File: src/verilog/prc_defines.svh
// Named constants for the presettable ripple counter and latch
`ifndef PRC_DEFINES_SVH
`define PRC_DEFINES_SVH

// ----------------------------------------------------------------------
// Timing
// ----------------------------------------------------------------------
`define PRC_CLK_PERIOD_NS 40
`define PRC_ENABLE_TIME_NS 25
// Least time rounds up to whole cycles
`define PRC_ENABLE_CYCLES_RAW \
    ((`PRC_ENABLE_TIME_NS + `PRC_CLK_PERIOD_NS - 1) / `PRC_CLK_PERIOD_NS)
`define PRC_ENABLE_CYCLES ((`PRC_ENABLE_CYCLES_RAW < 1) ? 1 : `PRC_ENABLE_CYCLES_RAW)
`define PRC_EN_CNT_W 4

// ----------------------------------------------------------------------
// Reset values and counts
// ----------------------------------------------------------------------
`define PRC_BIT_LOW 1'h0
`define PRC_BIT_HIGH 1'h1
`define PRC_UPPER_ZERO 3'h0
`define PRC_UPPER_ONE 3'h1
`define PRC_DIV5_LAST 3'h4
`define PRC_DATA_ZERO 4'h0
`define PRC_DATA_W 4
`define PRC_PIN_W 8

// ----------------------------------------------------------------------
// Field positions in the synchronised pin bundle
// ----------------------------------------------------------------------
`define PRC_PIN_DATA_LSB 0
`define PRC_PIN_DATA_MSB 3
`define PRC_PIN_CLEAR 4
`define PRC_PIN_PRESET 5
`define PRC_PIN_UPPER 6
`define PRC_PIN_FIRST 7

`endif

File: src/verilog/prc_pkg.sv
// Types shared by the presettable ripple counter files
package prc_pkg;

    // ------------------------------------------------------------------
    // Pin bundle, one bit per asynchronous input
    // ------------------------------------------------------------------
    typedef struct packed {
        logic first_count;
        logic upper_count;
        logic preset_sel_n;
        logic clear_n;
        logic [3:0] data;
    } prc_pins_t;

    // ------------------------------------------------------------------
    // State of one synchroniser bit
    // ------------------------------------------------------------------
    typedef struct packed {
        logic s1;
        logic s2;
        logic s3;
        logic stable;
    } prc_sync_t;

    // ------------------------------------------------------------------
    // State of the counter core
    // ------------------------------------------------------------------
    typedef struct packed {
        logic first_prev;
        logic upper_prev;
        logic [3:0] en_cnt;
        logic stage0;
        logic [2:0] upper;
    } prc_state_t;

endpackage

File: src/verilog/prc_sync.sv
// Three-flop input synchroniser with agreement filter
`timescale 1ns/1ps
`include "prc_defines.svh"

module prc_sync #(
    parameter logic RST_VAL = 1'h0
) (
    input wire logic core_clk,
    input wire logic rst_b,
    input wire logic pin,
    output logic level
);

    prc_pkg::prc_sync_t st_q;
    prc_pkg::prc_sync_t st_d;

    // ------------------------------------------------------------------
    // Next state
    // ------------------------------------------------------------------
    // First flop feeds only the second; level moves when second and third agree
    always_comb begin
        st_d = st_q;
        st_d.s1 = pin;
        st_d.s2 = st_q.s1;
        st_d.s3 = st_q.s2;
        if (st_q.s2 == st_q.s3) begin
            st_d.stable = st_q.s3;
        end
    end

    // ------------------------------------------------------------------
    // Registers
    // ------------------------------------------------------------------
    // Reset to the inactive level so no false edge or load appears
    always_ff @(posedge core_clk) begin
        if (!rst_b) begin
            st_q <= '{s1: RST_VAL, s2: RST_VAL, s3: RST_VAL, stable: RST_VAL};
        end else begin
            st_q <= st_d;
        end
    end

    assign level = st_q.stable;

endmodule

File: src/verilog/prc_counter.sv
// Presettable ripple counter and latch, decade or binary variant
`timescale 1ns/1ps
`include "prc_defines.svh"

module prc_counter #(
    parameter bit DECADE = 1'b1
) (
    input wire logic core_clk,
    input wire logic rst_b,
    input wire logic first_count_in,
    input wire logic upper_section_count_in,
    input wire logic preset_sel_n,
    input wire logic clear_n,
    input wire logic [3:0] data_in,
    output logic stage0_output,
    output logic stage1_output,
    output logic stage2_output,
    output logic stage3_output
);

    // ------------------------------------------------------------------
    // Enable window as a cycle count
    // ------------------------------------------------------------------
    // A single cycle at 25 MHz already covers the 25 ns window
    localparam logic [3:0] EN_CYCLES = 4'(`PRC_ENABLE_CYCLES);

    // ------------------------------------------------------------------
    // Upper section next value
    // ------------------------------------------------------------------
    // Decade wraps after four; preset values five to seven also return to zero,
    // which keeps a stray load from locking the section out of its cycle
    function automatic logic [2:0] prc_upper_next(input logic [2:0] v);
        logic [2:0] nxt;
        nxt = 3'(v + `PRC_UPPER_ONE);
        if (DECADE && (v >= `PRC_DIV5_LAST)) begin
            nxt = `PRC_UPPER_ZERO;
        end
        return nxt;
    endfunction

    // ------------------------------------------------------------------
    // Input synchronisers
    // ------------------------------------------------------------------
    prc_pkg::prc_pins_t pins_raw;
    prc_pkg::prc_pins_t pins;
    logic [`PRC_PIN_W-1:0] pins_vec;

    // Bundle the pins in a fixed order
    always_comb begin
        pins_raw.first_count = first_count_in;
        pins_raw.upper_count = upper_section_count_in;
        pins_raw.preset_sel_n = preset_sel_n;
        pins_raw.clear_n = clear_n;
        pins_raw.data = data_in;
    end

    // First count resets low, so its rise after reset is not a falling edge
    prc_sync #(
        .RST_VAL(`PRC_BIT_LOW)
    ) u_sync_first (
        .core_clk(core_clk),
        .rst_b(rst_b),
        .pin(pins_raw.first_count),
        .level(pins_vec[`PRC_PIN_FIRST])
    );

    // Upper count resets low for the same reason
    prc_sync #(
        .RST_VAL(`PRC_BIT_LOW)
    ) u_sync_upper (
        .core_clk(core_clk),
        .rst_b(rst_b),
        .pin(pins_raw.upper_count),
        .level(pins_vec[`PRC_PIN_UPPER])
    );

    // Preset-select resets inactive high, so release loads nothing
    prc_sync #(
        .RST_VAL(`PRC_BIT_HIGH)
    ) u_sync_preset (
        .core_clk(core_clk),
        .rst_b(rst_b),
        .pin(pins_raw.preset_sel_n),
        .level(pins_vec[`PRC_PIN_PRESET])
    );

    // Clear resets inactive high, so release clears nothing
    prc_sync #(
        .RST_VAL(`PRC_BIT_HIGH)
    ) u_sync_clear (
        .core_clk(core_clk),
        .rst_b(rst_b),
        .pin(pins_raw.clear_n),
        .level(pins_vec[`PRC_PIN_CLEAR])
    );

    // Data bit for stage 0
    prc_sync #(
        .RST_VAL(`PRC_BIT_LOW)
    ) u_sync_data0 (
        .core_clk(core_clk),
        .rst_b(rst_b),
        .pin(pins_raw.data[0]),
        .level(pins_vec[`PRC_PIN_DATA_LSB])
    );

    // Data bit for stage 1
    prc_sync #(
        .RST_VAL(`PRC_BIT_LOW)
    ) u_sync_data1 (
        .core_clk(core_clk),
        .rst_b(rst_b),
        .pin(pins_raw.data[1]),
        .level(pins_vec[`PRC_PIN_DATA_LSB + 1])
    );

    // Data bit for stage 2
    prc_sync #(
        .RST_VAL(`PRC_BIT_LOW)
    ) u_sync_data2 (
        .core_clk(core_clk),
        .rst_b(rst_b),
        .pin(pins_raw.data[2]),
        .level(pins_vec[`PRC_PIN_DATA_LSB + 2])
    );

    // Data bit for stage 3; all filters share one latency, so data and load stay aligned
    prc_sync #(
        .RST_VAL(`PRC_BIT_LOW)
    ) u_sync_data3 (
        .core_clk(core_clk),
        .rst_b(rst_b),
        .pin(pins_raw.data[3]),
        .level(pins_vec[`PRC_PIN_DATA_MSB])
    );

    // Packed view of the filtered pins
    assign pins = pins_vec;

    // ------------------------------------------------------------------
    // Core state
    // ------------------------------------------------------------------
    prc_pkg::prc_state_t st_q;
    prc_pkg::prc_state_t st_d;
    logic first_fall;
    logic upper_fall;
    logic count_ok;
    logic ctrl_high;

    // Falling edges of the filtered count inputs
    always_comb begin
        first_fall = st_q.first_prev && !pins.first_count;
        upper_fall = st_q.upper_prev && !pins.upper_count;
    end

    // Both controls high, and held so for the window before this edge
    always_comb begin
        ctrl_high = pins.preset_sel_n && pins.clear_n;
        count_ok = ctrl_high && (st_q.en_cnt >= EN_CYCLES);
    end

    // ------------------------------------------------------------------
    // Next state
    // ------------------------------------------------------------------
    // Clear, then load, then counting; priority settles the overlap case
    always_comb begin
        st_d = st_q;
        st_d.first_prev = pins.first_count;
        st_d.upper_prev = pins.upper_count;
        // Saturating count of cycles with both controls high
        if (!ctrl_high) begin
            st_d.en_cnt = '0;
        end else if (st_q.en_cnt < EN_CYCLES) begin
            st_d.en_cnt = 4'(st_q.en_cnt + 4'h1);
        end
        if (!pins.clear_n) begin
            // Clear wins over load and over any edge
            st_d.stage0 = `PRC_BIT_LOW;
            st_d.upper = `PRC_UPPER_ZERO;
        end else if (!pins.preset_sel_n) begin
            // Transparent latch while preset-select is low
            st_d.stage0 = pins.data[0];
            st_d.upper = pins.data[3:1];
        end else begin
            // Stage 0 sees only the first count input; no internal chain
            if (first_fall && count_ok) begin
                st_d.stage0 = !st_q.stage0;
            end
            // Upper section sees only its own input; wiring is external
            if (upper_fall && count_ok) begin
                st_d.upper = prc_upper_next(st_q.upper);
            end
            // With no edge, last loaded or counted value holds
        end
    end

    // ------------------------------------------------------------------
    // Registers
    // ------------------------------------------------------------------
    always_ff @(posedge core_clk) begin
        if (!rst_b) begin
            st_q <= '{
                first_prev: `PRC_BIT_LOW,
                upper_prev: `PRC_BIT_LOW,
                en_cnt: 4'h0,
                stage0: `PRC_BIT_LOW,
                upper: `PRC_UPPER_ZERO
            };
        end else begin
            st_q <= st_d;
        end
    end

    // ------------------------------------------------------------------
    // Outputs
    // ------------------------------------------------------------------
    // All straight from flops, so external feedback wiring sees clean levels
    // Wiring stage 0 or stage 3 back to a count input builds the chained modes
    assign stage0_output = st_q.stage0;
    assign stage1_output = st_q.upper[0];
    assign stage2_output = st_q.upper[1];
    assign stage3_output = st_q.upper[2];

endmodule

File: config.mk
export PLATFORM = sky130hd
export DESIGN_NAME = prc_counter
export DESIGN_NICKNAME = d
export VERILOG_FILES = /design/src/verilog/prc_pkg.sv /design/src/verilog/prc_sync.sv /design/src/verilog/prc_counter.sv
export VERILOG_INCLUDE_DIRS = /design/src /design/src/verilog
export SDC_FILE = /design/constraint.sdc
export NUM_CORES = 1
export LEC_CHECK = 0
export BUFFER_PORTS_ARGS = -buffer_cell sky130_fd_sc_hd__buf_4
export CAP_MARGIN = 20
export CORE_AREA = 10 10 76 78
export DETAILED_ROUTE_END_ITERATION = 6
export DIE_AREA = 0 0 86 88
export PLACE_DENSITY = 0.56
export SETUP_SLACK_MARGIN = 0.05
export SYNTH_ARGS = -nofsm -noshare
export SYNTH_HDL_FRONTEND = slang
export SYNTH_SLANG_ARGS = --single-unit
File: constraint.sdc
create_clock -name core_clk -period 1.5 [get_ports core_clk]
set_input_delay 0.15 -clock core_clk [delete_from_list [all_inputs] [get_ports core_clk]]
set_output_delay 0.15 -clock core_clk [all_outputs]
set_load 0.02 [all_outputs]
==> impl.org, run 1 <==
** Placement
- Post-Place Worst Slack :: -0.0422 ns
- Buffers placed on the I/O ports in this run total 13.
- Post-detailed-placement half-perimeter wirelength :: 1620 um
- At the end of routability-driven placement, the weighted congestion stood at 0.676.

** Power and ir drop
- Leakage :: ~0.7 nW
- In this run the power density over the cells is 1340 mW/mm2.
- Peak ir drop on the vdd network :: 669 uV

** Critical path
- Walking the worst path, the cells encountered are inv_2, ha_2, nor4b_4, or4_1, a311oi_2.
- Critical Path Fanout Max :: 3
- The largest single stage delay on the critical path is approximately 0.42 ns.
- Worst reg2reg path startpoint :: st_q[4]$_SDFFE_PN0N_
- Critical Path Source Type :: flip-flop
- In this run the register-to-register setup slack is 0.06 ns.
- CP delay by family, top :: simple AND/OR/NAND/NOR gates
- In this run the worst setup path begins at st_q[4]$_SDFFE_PN0N_.
- Path type of the worst setup path :: flip-flop to flip-flop
- Category of the worst setup path capture point :: flip-flop
- Endpoint of the worst-slack reg-to-reg timing path :: stage0_output$_SDFFE_PN0P_
- For the worst setup path, the data required time is roughly 1.7 ns.
- Depth of the worst register-to-register path :: 5
- At the worst endpoint, the arrival time is 1.64 ns.
- Library cell contributing the largest single delay on the critical path :: sky130_fd_sc_hd__or4_1
- Count of buffering cells on the critical path with inverters included :: 1

** STA
- The final number of max-transition violations is 0.
- In the final timing run, aggregate negative setup slack is 0 ns.
- Between clock sinks in the finished design, the worst skew comes to 0.00505 ns.
- The clock period could shrink to approximately 1.4 ns.
- Slew at the pin with the worst max-slew slack :: 0.363 ns
- Final worst-path cycle share :: 96.0%
- Worst path setup slack after routing :: 0.0604 ns
- Setup repair after global routing could not meet its margin everywhere.
- Worst slew margin relative to its limit :: 75.8%
- Number of setup violations in the final report :: 0
- Highest achievable clock rate :: 695 MHz
- Count of endpoints failing hold in the final timing report :: 0

** Global route
- Global Route met3 Usage :: 3.44%
- Global-route wire length before repair :: 4080 um
- Global routing consumed, on the met1 layer, 7.03% of the routing resources.
- The number of antenna violations at the first check in global routing was 0.
- Met2 track demand over resource in global routing :: 10.8%
- Entering global routing, the biggest net connects 28 pins.
- In the global route stage, overall resource usage came out at just under 7%.
- Top Usage Layer GRT :: met2
- After global routing the overflow that remains totals 0.
- The number of global-route vias before repair was 987.

** Die
- Die H :: 88 um
- The die is 86 um wide.
- Once the floorplan was initialized, standard cells occupied roughly a third of the core.
- 14 I/O pins were placed.
- Number of core rows :: 24
- Area of the die :: 0.00757 mm2
- After floorplanning, the core was sized to cover 0.00429 mm2.

** Logic synthesis
- Counting distinct cell types in the post-synthesis netlist gives 27.
- Ranking of synthesized cells by area :: sky130_fd_sc_hd__dfxtp_1 (58%), sky130_fd_sc_hd__and2_1 (8.6%), sky130_fd_sc_hd__ha_1 (4.3%), sky130_fd_sc_hd__nand2b_1 (3.5%), sky130_fd_sc_hd__o21ai_0 (3.5%)
- Largest area contributor in the netlist :: sky130_fd_sc_hd__dfxtp_1
- Synth Flop Type :: sky130_fd_sc_hd__dfxtp_1
- Number of enable flip-flop cells after synthesis :: 0
- Sequential element share of the synthesized area :: 58.0%
- Yosys printed 0 warnings.
- Mapped Nets :: 153
- Top cell type's share of synthesized area :: 58.0%
- Synthesis produced roughly 140 cells.
- Cell area after synthesis :: 0.00145 mm2
- After synthesis, the mean cell area works out to ~10 um2.
- Number of storage elements in the synthesis netlist :: 42
- Fraction of synthesis flops using an asynchronous set or reset pin :: 0%

** Final layout
- Cells fill 40.9% of the core in the end.
- The post-route netlist has about a quarter of its cells at a drive strength greater than 1.
- The net count of the finished layout is 176.
- Antenna diodes :: 0
- Area added between synthesis and finish :: 21.2%

** Clock tree
- Cell chosen for the clock root :: sky130_fd_sc_hd__clkbuf_8
- The clock tree synthesis step divided the H-tree into 2 levels.
- CTS tree :: yes
- Buffers inserted to repair hold after CTS numbered 0.
- The clock passes through at most 2 buffers.
- Clock latency on the worst-skew pair, taken at its later pin, is 0.28 ns.
- Clock tree synthesis found a total of 42 sinks.
- Counting the buffers created by CTS gives 5.
- Clock-pin slew was measured on the worst setup and hold paths at 0.07 ns.

** Detailed routing
- Detailed-router iteration count before antenna repair :: 4
- Wirelength, routed :: 2330 um
- After the first detailed-routing iteration, the DRC count stood at between 40 and 50.
- Dividing the detail-routed wire length by the instance count gives around 11 um.
- Dividing the detail-routed via count by the number of cells gives 4.53.
- For this run, design rule violations remaining after detail routing come to 0.
- Number of nets with antenna violations after routing :: 0
- Total via count in the routed design :: 970

** Run
- Across the run, the number of max-cap violations was 0.

** Run status
- Run status :: completed

** Hold path
- In this run the worst hold path is classified as primary input to flip-flop.
- Counting instances, the worst hold path has a depth of 2.
- Worst min-delay path endpoint :: u_sync_clear.st_d[2]$_SDFF_PN1_
- The worst hold path begins at clear_n.
[layer usage]
layer / up-vias / routed length, um
li1: 498 / -
met1: 452 / 1090
met2: 15 / 1090
met3: 5 / 123
met4: 0 / 29
met5: - / 0
[synthesized netlist by cell type, types with 2 or more instances]
library cell	count
sky130_fd_sc_hd__a211oi_1	2
sky130_fd_sc_hd__a21boi_0	6
sky130_fd_sc_hd__a21oi_1	2
sky130_fd_sc_hd__and2_1	20
sky130_fd_sc_hd__clkbuf_1	3
sky130_fd_sc_hd__dfxtp_1	42
sky130_fd_sc_hd__ha_1	5
sky130_fd_sc_hd__inv_1	5
sky130_fd_sc_hd__mux2i_1	2
sky130_fd_sc_hd__nand2_1	8
sky130_fd_sc_hd__nand2b_1	8
sky130_fd_sc_hd__nand3_1	2
sky130_fd_sc_hd__nor2_1	10
sky130_fd_sc_hd__o21ai_0	10
[worst reg2reg max path, stage by stage, from the launching register on]
cell                       delay, ns
sky130_fd_sc_hd__dfxtp_2        0.35
sky130_fd_sc_hd__inv_2          0.04
sky130_fd_sc_hd__ha_2           0.18
sky130_fd_sc_hd__nor4b_4        0.14
sky130_fd_sc_hd__or4_1          0.42
sky130_fd_sc_hd__a311oi_2       0.23
[registers in the layout, summed over array words and instances, names as in the netlist, 2 cells and up]
name and flops:
u_sync_data1.st_d 2, st_q 6, u_sync_clear.st_d 2, u_sync_first.st_d 2, u_sync_data0.st_d 2, u_sync_data2.st_d 2
u_sync_upper.st_d 2, u_sync_data3.st_d 2, u_sync_preset.st_d 2
[final cells by class]
cell class | instances | area, um2
clock buffer | 7 | 86.3
clock inverter | 1 | 5.00
fill | 418 | 2540
inverter | 5 | 18.8
multi-input combinational | 87 | 588
sequential | 42 | 843
tap | 52 | 65.1
timing repair buffer | 20 | 150
[metrics by stage]
| step | instances | area (um2) | hold WS, ns | power [mW] |
|---|---|---|---|---|
| after floorplan | 138 | 1450 | 0.223 | 1.47 |
| after global placement | 202 | 1620 | 0.333 | 1.52 |
| after detailed placement | 202 | 1620 | 0.339 | 1.54 |
| after CTS | 213 | 1740 | 0.0378 | 2.36 |
| after global routing | 214 | 1760 | 0.0495 | 2.48 |
| final | 214 | 1760 | 0.0485 | 2.35 |
[placed cells by master, fill, tap and decap left out, types with 2 or more instances in the layout]
cell type / n
sky130_fd_sc_hd__clkbuf_8: 6
sky130_fd_sc_hd__nand3_1: 2
sky130_fd_sc_hd__dfxtp_1: 40
sky130_fd_sc_hd__inv_1: 3
sky130_fd_sc_hd__ha_1: 3
sky130_fd_sc_hd__ha_2: 2
sky130_fd_sc_hd__nand2_1: 8
sky130_fd_sc_hd__mux2i_1: 2
sky130_fd_sc_hd__dfxtp_2: 2
sky130_fd_sc_hd__a21boi_0: 6
sky130_fd_sc_hd__o21ai_0: 10
sky130_fd_sc_hd__and2_1: 20
sky130_fd_sc_hd__a21oi_1: 2
sky130_fd_sc_hd__inv_2: 2
sky130_fd_sc_hd__nand2b_1: 8
sky130_fd_sc_hd__buf_4: 20
sky130_fd_sc_hd__nor2_1: 10
[worst max path at each step]
stage	to	cells past startpoint
after floorplan	stage0_output$_SDFFE_PN0P_	5
after global placement	stage0_output$_SDFFE_PN0P_	5
after detailed placement	stage1_output$_SDFFE_PN0P_	6
after global routing	stage0_output$_SDFFE_PN0P_	5
final	stage0_output$_SDFFE_PN0P_	5
after CTS	stage1_output$_SDFFE_PN0P_	6
[timing repair]
action                                  CTS  global route
pin swaps                                 4             1
cloned                                    0             0
endpoints found under the setup margin    4             5
endpoints found under the hold margin     0             0
gates resized for setup                   4             3
setup buffers                             3             1
[where the power goes]
part	switching, mW	total (mW)	internal [mW]
sequential	0.0338	1.21	1.18
clock	0.346	0.717	0.371
combinational	0.177	0.417	0.240
[cell families after synthesis]
group,synth area share [%]
multiplexers,2.16
XOR/XNOR,0.605
AO/OA/AOI/OAI,11.9
adder cells (fa/ha/maj),4.32
flip-flops,58.0
AND/OR/NAND/NOR,20.6
buffers and inverters,2.33
Power figures use the tool's default switching activity.
==> run 2, diff against run 1 <==
--- a/config.mk
+++ b/config.mk
@@ -12,6 +12,7 @@
 export DETAILED_ROUTE_END_ITERATION = 6
 export DIE_AREA = 0 0 86 88
 export PLACE_DENSITY = 0.56
+export REMOVE_ABC_BUFFERS = 1
 export SETUP_SLACK_MARGIN = 0.05
 export SYNTH_ARGS = -nofsm -noshare
 export SYNTH_HDL_FRONTEND = slang
==> impl.org, run 2 (synthesis results as in run 1) <==
** Detailed routing
- After detailed routing, the number of vias per cell comes to 4.57.
- In this run, the number of DRC markers left after iteration 0 of detailed routing was 43.
- Number of nets with antenna violations after routing :: 0
- For this run, design rule violations remaining after detail routing come to 0.
- For this block, the routed nets add up to 2440 um of wire.
- Detailed-router iteration count before antenna repair :: 4
- Dividing the detail-routed wire length by the instance count gives 11.4 um.
- Across all layers, the routed design uses between 900 and 1000 vias.

** Die
- Once the floorplan was initialized, standard cells occupied 33.7% of the core.
- The die is 86 um wide.
- Standard cell core area :: ~0.0043 mm2
- Die H :: 88 um
- Area of the die :: 0.00757 mm2
- The floorplan has 24 rows.
- I/O Pins :: 14

** Power and ir drop
- Internal :: 2.14 mW
- Combinational cell fraction of total power :: 16.4%
- Register share of total power :: 44.1%
- Fraction of power consumed by the clock network :: 39.5%
- For this design the total switching power over the nets is 0.603 mW.
- Net switching fraction of the power :: 22.0%
- Peak ir drop on the vdd network :: roughly 540 uV
- Areal power density over the cells :: between 1500 and 2000 mW/mm2
- Leakage :: approximately 0.73 nW

** Clock tree
- Worst-Skew Late Latency :: 0.29 ns
- Cell chosen for the clock root :: sky130_fd_sc_hd__clkbuf_8
- Number of buffers created by CTS :: 5
- TritonCTS built the clock tree.
- The H-tree generated during clock tree synthesis spans 2 levels.
- For this design, the sink count on the clock tree is 42.
- Hold buffer count at CTS :: 0
- After clock tree synthesis, the clock-pin slew on the worst setup and hold paths is 0.08 ns.
- In this run the deepest clock path goes through 2 buffers.

** Placement
- Post-Place Worst Slack :: -0.0895 ns
- The congestion estimate from routability-driven global placement came to 0.762.
- Placed Cells :: between 200 and 250
- Post-detailed-placement half-perimeter wirelength :: 1720 um
- # port buffers :: 13

** Hold path
- Startpoint of the worst hold path :: preset_sel_n
- The path class of the tightest hold or removal check is primary input to flip-flop.

** Critical path
- Critical Path Source Type :: flip-flop
- CP delay by family, top :: simple AND/OR/NAND/NOR gates
- Critical Path Fanout Max :: 4
- Category of the worst setup path capture point :: flip-flop
- CP Data Required Time :: 1.71 ns
- Count of buffering cells on the critical path with inverters included :: 1
- Library cell contributing the largest single delay on the critical path :: sky130_fd_sc_hd__or4_1
- Walking the worst path, the cells encountered are inv_2, ha_4, nor4b_4, or4_1, a311oi_2.
- In this run the critical register-to-register path is launched from st_q[4]$_SDFFE_PN0N_.
- Arrival time reported for the critical path endpoint :: 1.64 ns
- By startpoint and endpoint, the worst setup path is classified as flip-flop to flip-flop.
- Delay contributed by the slowest stage of the critical path :: 0.42 ns
- Tracing the worst setup path back leads to its startpoint at st_q[4]$_SDFFE_PN0N_.

** STA
- Based on the critical path, the design can be clocked at up to 699 MHz.
- Setup repair after global routing could not meet its margin everywhere.
- Slew at the pin with the worst max-slew slack :: approximately 0.45 ns
- Across the routed clock network, the largest skew measured is 0.00334 ns.
- Worst hold slack :: ~0.035 ns
- The count of endpoints failing hold in the final timing report is 0.
- The final number of max-transition violations was 0.
- Worst slew margin relative to its limit :: a little over two thirds
- After layout, the worst path uses 95.4% of the clock period.
- Setup slack closes at slightly below 0.07 ns.
- Setup violations remaining at the end of the flow were counted as 0.
- Minimum clock period :: about 1.4 ns

** Global route
- Vias in the first global route :: 940
- Maximum number of pins on one net before global-route repair :: 25
- Global-route wire length before repair :: 4100 um
- For this run, the total global-route usage over all layers was measured as 6.87%.
- After global routing the overflow that remains totals 0.
- Number of antenna violations at the first check in global routing :: 0

** Final layout
- Leaving out fill and tap cells, the most frequent cells in the layout are sky130_fd_sc_hd__dfxtp_1 (40), sky130_fd_sc_hd__and2_1 (20), sky130_fd_sc_hd__buf_4 (20).
- Area added between synthesis and finish :: 25.3%
- The register with the most flip-flops in the layout has 6 of them.
- Commonest non-fill, non-tap cell in the layout :: sky130_fd_sc_hd__dfxtp_1
- Excluding fillers, the count of instances in the completed layout stands at 214.
- Once layout is complete, the utilization of the core stands at 42.3%.
- Ratio of cells with drive above 1 in the final layout :: 23.5%
- 0 antenna diodes ended up in the layout.
- Net total in the final layout :: about 180
- Register bank with the most flops :: st_q
- After filler insertion, the fill cell instance count of the layout stands at 439.

** Run
- Number of maximum-capacitance constraint violations :: 0

** Run status
- Run status :: completed
run 2: area by class of cell:
type                            instances  area, um2  share of cell area (%)
Sequential cell                        42        843                    46.5
Multi-Input combinational cell         87        596                    32.8
Timing Repair Buffer                   20        150                    8.27
Clock buffer                            6       82.6                    4.55
Tap cell                               52       65.1                    3.58
Clock inverter                          2       60.1                    3.31
Inverter                                5       18.8                    1.03
run 2: worst register-to-register path, delay by kind of cell (launching register included):
family | cells | cell delay (ns)
AO/OA/AOI/OAI | 1 | 0.24
adder cells (fa/ha/maj) | 1 | 0.15
buffers and inverters | 1 | 0.05
flip-flops | 1 | 0.35
AND/OR/NAND/NOR | 2 | 0.56
run 2: metrics by stage:
step	setup TNS, ns	total power, mW	cell area (um2)
after floorplan	-0.0431	1.46	1430
after global placement	-0.00935	1.57	1630
after detailed placement	-0.113	1.61	1630
after CTS	0	2.77	1810
after global routing	0	2.88	1820
final	0	2.74	1820
run 2: path summary, 6_finish.rpt:
| check | endpoint | slack [ns] | cells after the start |
|---|---|---|---|
| max | stage0_output$_SDFFE_PN0P_ | 0.07 | 5 |
| min | u_sync_preset.st_d[2]$_SDFF_PN1_ | 0.03 | 2 |
| max reg2reg | stage0_output$_SDFFE_PN0P_ | 0.07 | 5 |
| min reg2reg | u_sync_clear.st_d[1]$_SDFF_PN1_ | 0.41 | 1 |
run 2: layer usage:
metal  vias up  GRT usage [%]  part of all wire [%]
met5         -              0                     0
met4         0           5.24                   1.6
met3         4           2.60                   3.2
met2        11           11.4                    49
met1       464           6.94                    46
li1        499              -                     -
run 2: power by group through the flow:
stage          Clock (mW)  Combinational (mW)  Sequential, mW
2_1_floorplan           0               0.232            1.23
3_3_place_gp            0               0.351            1.22
3_5_place_dp            0               0.383            1.23
4_1_cts              1.11               0.441            1.21
5_1_grt              1.16               0.499            1.22
6_report             1.08               0.450            1.21
run 2: repair_timing:
item,4_1_cts,5_1_grt
buffers inserted,2,0
pin swaps,5,2
endpoints found under the setup margin,2,5
gates resized for setup,7,1
==> run 3, diff against run 2 <==
--- a/config.mk
+++ b/config.mk
@@ -11,7 +11,7 @@
 export CORE_AREA = 10 10 76 78
 export DETAILED_ROUTE_END_ITERATION = 6
 export DIE_AREA = 0 0 86 88
-export PLACE_DENSITY = 0.56
+export PLACE_DENSITY = 0.54
 export REMOVE_ABC_BUFFERS = 1
 export SETUP_SLACK_MARGIN = 0.05
 export SYNTH_ARGS = -nofsm -noshare
==> constraint.sdc (replaced) <==
create_clock -name core_clk -period 1.65 [get_ports core_clk]
set_input_delay 0.165 -clock core_clk [delete_from_list [all_inputs] [get_ports core_clk]]
set_output_delay 0.165 -clock core_clk [all_outputs]
set_load 0.02 [all_outputs]
==> impl.org, run 3 (synthesis results as in run 1) <==
** Run status
- The run finished with clean final reports.

** Hold path
- Startpoint of the worst hold path :: clear_n
- Worst min-delay path endpoint :: u_sync_clear.st_d[2]$_SDFF_PN1_
- The tightest min-delay check is of the primary input to flip-flop type.
- The worst hold path was traced through 2 stages.

** Detailed routing
- The first routing iteration left 44 violations.
- Routed len/inst :: 11.1 um
- The routed layout has 923 vias.
- Dividing the detail-routed via count by the number of cells gives 4.44.
- The first detailed-routing pass took 4 iterations.
- Number of nets with antenna violations after routing :: 0
- Wires add up to 2300 um.
- For this run, design rule violations remaining after detail routing come to 0.

** Critical path
- Critical Path Source Type :: flip-flop
- Data on the critical path arrives at its endpoint at 1.70 ns.
- For flop-to-flop paths, the worst setup slack is 0.14 ns.
- Depth of the worst register-to-register path :: 5
- The endpoint identified for the worst register-to-register timing path is stage2_output$_SDFFE_PN0P_.
- Critical Path Fanout Max :: 4
- CP Data Required Time :: 1.84 ns
- The worst setup path is captured at a flip-flop.
- The worst register-to-register path begins at st_q[4]$_SDFFE_PN0N_.
- Path type of the worst setup path :: flip-flop to flip-flop

** Clock tree
- Clock-pin slew was measured on the worst setup and hold paths at 0.08 ns.
- Worst-Skew Late Latency :: 0.29 ns
- For this design, the sink count on the clock tree is 42.
- Hold buffer count at CTS :: 0
- Cell chosen for the clock root :: sky130_fd_sc_hd__clkbuf_8
- The clock passes through at most 2 buffers.
- Setup fix buffers added after clock tree synthesis :: 0
- H-Tree Level Count :: 2
- CTS tree :: yes
- Number of buffers created by CTS :: 5

** STA
- Unrepaired setup endpoints after global routing :: false
- The worst path uses 91.8% of the clock period.
- Final Max Slew Viols :: 0
- Clock skew on the completed layout was measured at 0.00678 ns.
- The count of endpoints failing hold in the final timing report was 0.
- Worst path setup slack after routing :: 0.135 ns
- Worst hold slack :: 0.0578 ns
- Static timing analysis puts the maximum clock frequency at 660 MHz.
- At the pin with the least slew margin, the transition time is 0.397 ns.
- Worst slew margin relative to its limit :: between 70 and 80%
- Minimum clock period :: 1.51 ns
- Setup violations remaining at the end of the flow were counted as 0.
- Summed over all failing endpoints, the final setup total negative slack is 0 ns.

** Placement
- Timing analysis after detailed placement gives a worst setup slack of 0.0105 ns.
- Dpl cell area :: ~0.0016 mm2
- Placed Cells :: 200
- At the end of routability-driven placement, the weighted congestion stood at between 0.7 and 0.8.
- Once detailed placement completed, the half-perimeter wirelength came to about 1600 um.
- # port buffers :: 13

** Power and ir drop
- Leakage :: 0.682 nW
- Summing internal, switching and leakage power gives 2.16 mW.
- Areal power density over the cells :: 1250 mW/mm2
- Peak ir drop on the vdd network :: between 600 and 700 uV

** Final layout
- Fill cells in the final layout number 417.
- Ratio of cells with drive above 1 in the final layout :: between 15 and 20%
- The library cell used most frequently in the layout, excluding fill and tap cells, is sky130_fd_sc_hd__dfxtp_1.
- Net total in the final layout :: 170
- Post-layout instance count excluding filler cells :: between 200 and 250
- The number of antenna diodes in the final layout is 0.
- More flip-flops sit in one register than any other, and that register is st_q.
- With fillers left out, the area of the finished cells amounts to 0.00172 mm2.
- The library cells used most frequently in the layout, excluding fill and tap cells, are sky130_fd_sc_hd__dfxtp_1 (40), sky130_fd_sc_hd__and2_1 (20), sky130_fd_sc_hd__buf_4 (14).
- Number of flip-flops in the largest register :: 6
- The area growth from synthesis to layout is 18.6%.
- Fraction of the core area covered by cells at the end of the flow :: between 40% and 50%

** Die
- Standard cell core area :: 0.00429 mm2
- In this run the count of I/O pins placed on the die edge is 14.
- Row generation in the floorplan step produced 24 rows.
- For this configuration, the core starts out at a cell density of 33.7%.
- Die H :: 88 um
- The die is between 80 and 90 um wide.
- Area of the die :: 0.00757 mm2

** Global route
- Across every metal layer, demand over resource in global routing totals 6.70%.
- The number of antenna violations at the first check in global routing is 0.
- Met1 Use GR :: under 10%
- Vias in the first global route :: just under 900
- Entering global routing, the biggest net connects 38 pins.
- For this run, global-route usage on met2 was measured as between 10% and 20%.
- After global routing the overflow that remains totals 0.
- Top Usage Layer GRT :: met2
- Global-route wire length before repair :: ~4000 um
- Global Route met3 Usage :: 3.53%

** Run
- The tool flagged a number of max-cap violations equal to 0.
-- run 3: cell count changes in the layout (fill, tap and decap cells not counted), sizes merged --
cell    before  now
bufinv       2    1
clkinv       0    2
clkbuf       6    5
buf         20   14
-- run 3: power breakdown --
part / switching (mW) / internal [mW]
registers: 0.0356 / 1.07
logic: 0.122 / 0.146
clock network: 0.333 / 0.445
total: 0.491 / 1.66
-- run 3: what timing repair did --
item / CTS / global route
endpoints found under the setup margin: 1 / 3
gates cloned: 0 / 0
pin swaps: 0 / 2
resized for setup: 1 / 2
-- run 3: cell type report --
| cell class | count | area [um2] | area share [%] |
|---|---|---|---|
| Inverter | 5 | 18.8 | 1.09 |
| Multi-Input combinational cell | 87 | 574 | 33.4 |
| Tap cell | 52 | 65.1 | 3.79 |
| Clock buffer | 5 | 68.8 | 4.01 |
| Timing Repair Buffer | 14 | 105 | 6.12 |
| Clock inverter | 3 | 40.0 | 2.33 |
| Sequential cell | 42 | 846 | 49.2 |
-- run 3: routing by layer --
metal	vias up	wire length, um	share of wire, %
li1	486	-	-
met1	416	1060	46
met2	19	1120	48
met3	2	117	5.1
met4	0	12	0.52
met5	-	0	0
-- run 3: worst max-delay path, cell delays in order, from the launching register on --
cell and delay (ns):
sky130_fd_sc_hd__dfxtp_4 0.37, sky130_fd_sc_hd__inv_1 0.04, sky130_fd_sc_hd__ha_1 0.21, sky130_fd_sc_hd__nor4b_4 0.15
sky130_fd_sc_hd__o21ai_1 0.28, sky130_fd_sc_hd__mux2_2 0.37
-- run 3: how the worst max path moves through the flow --
stage	endpoint	from	cells after the start
6_report	stage2_output$_SDFFE_PN0P_	st_q[4]$_SDFFE_PN0N_	5
4_1_cts	stage0_output$_SDFFE_PN0P_	st_q[5]$_SDFFE_PN0N_	5
2_1_floorplan	stage0_output$_SDFFE_PN0P_	st_q[4]$_SDFFE_PN0N_	5
5_1_grt	stage2_output$_SDFFE_PN0P_	st_q[4]$_SDFFE_PN0N_	5
3_5_place_dp	stage0_output$_SDFFE_PN0P_	st_q[4]$_SDFFE_PN0N_	5
3_3_place_gp	stage0_output$_SDFFE_PN0P_	st_q[4]$_SDFFE_PN0N_	5
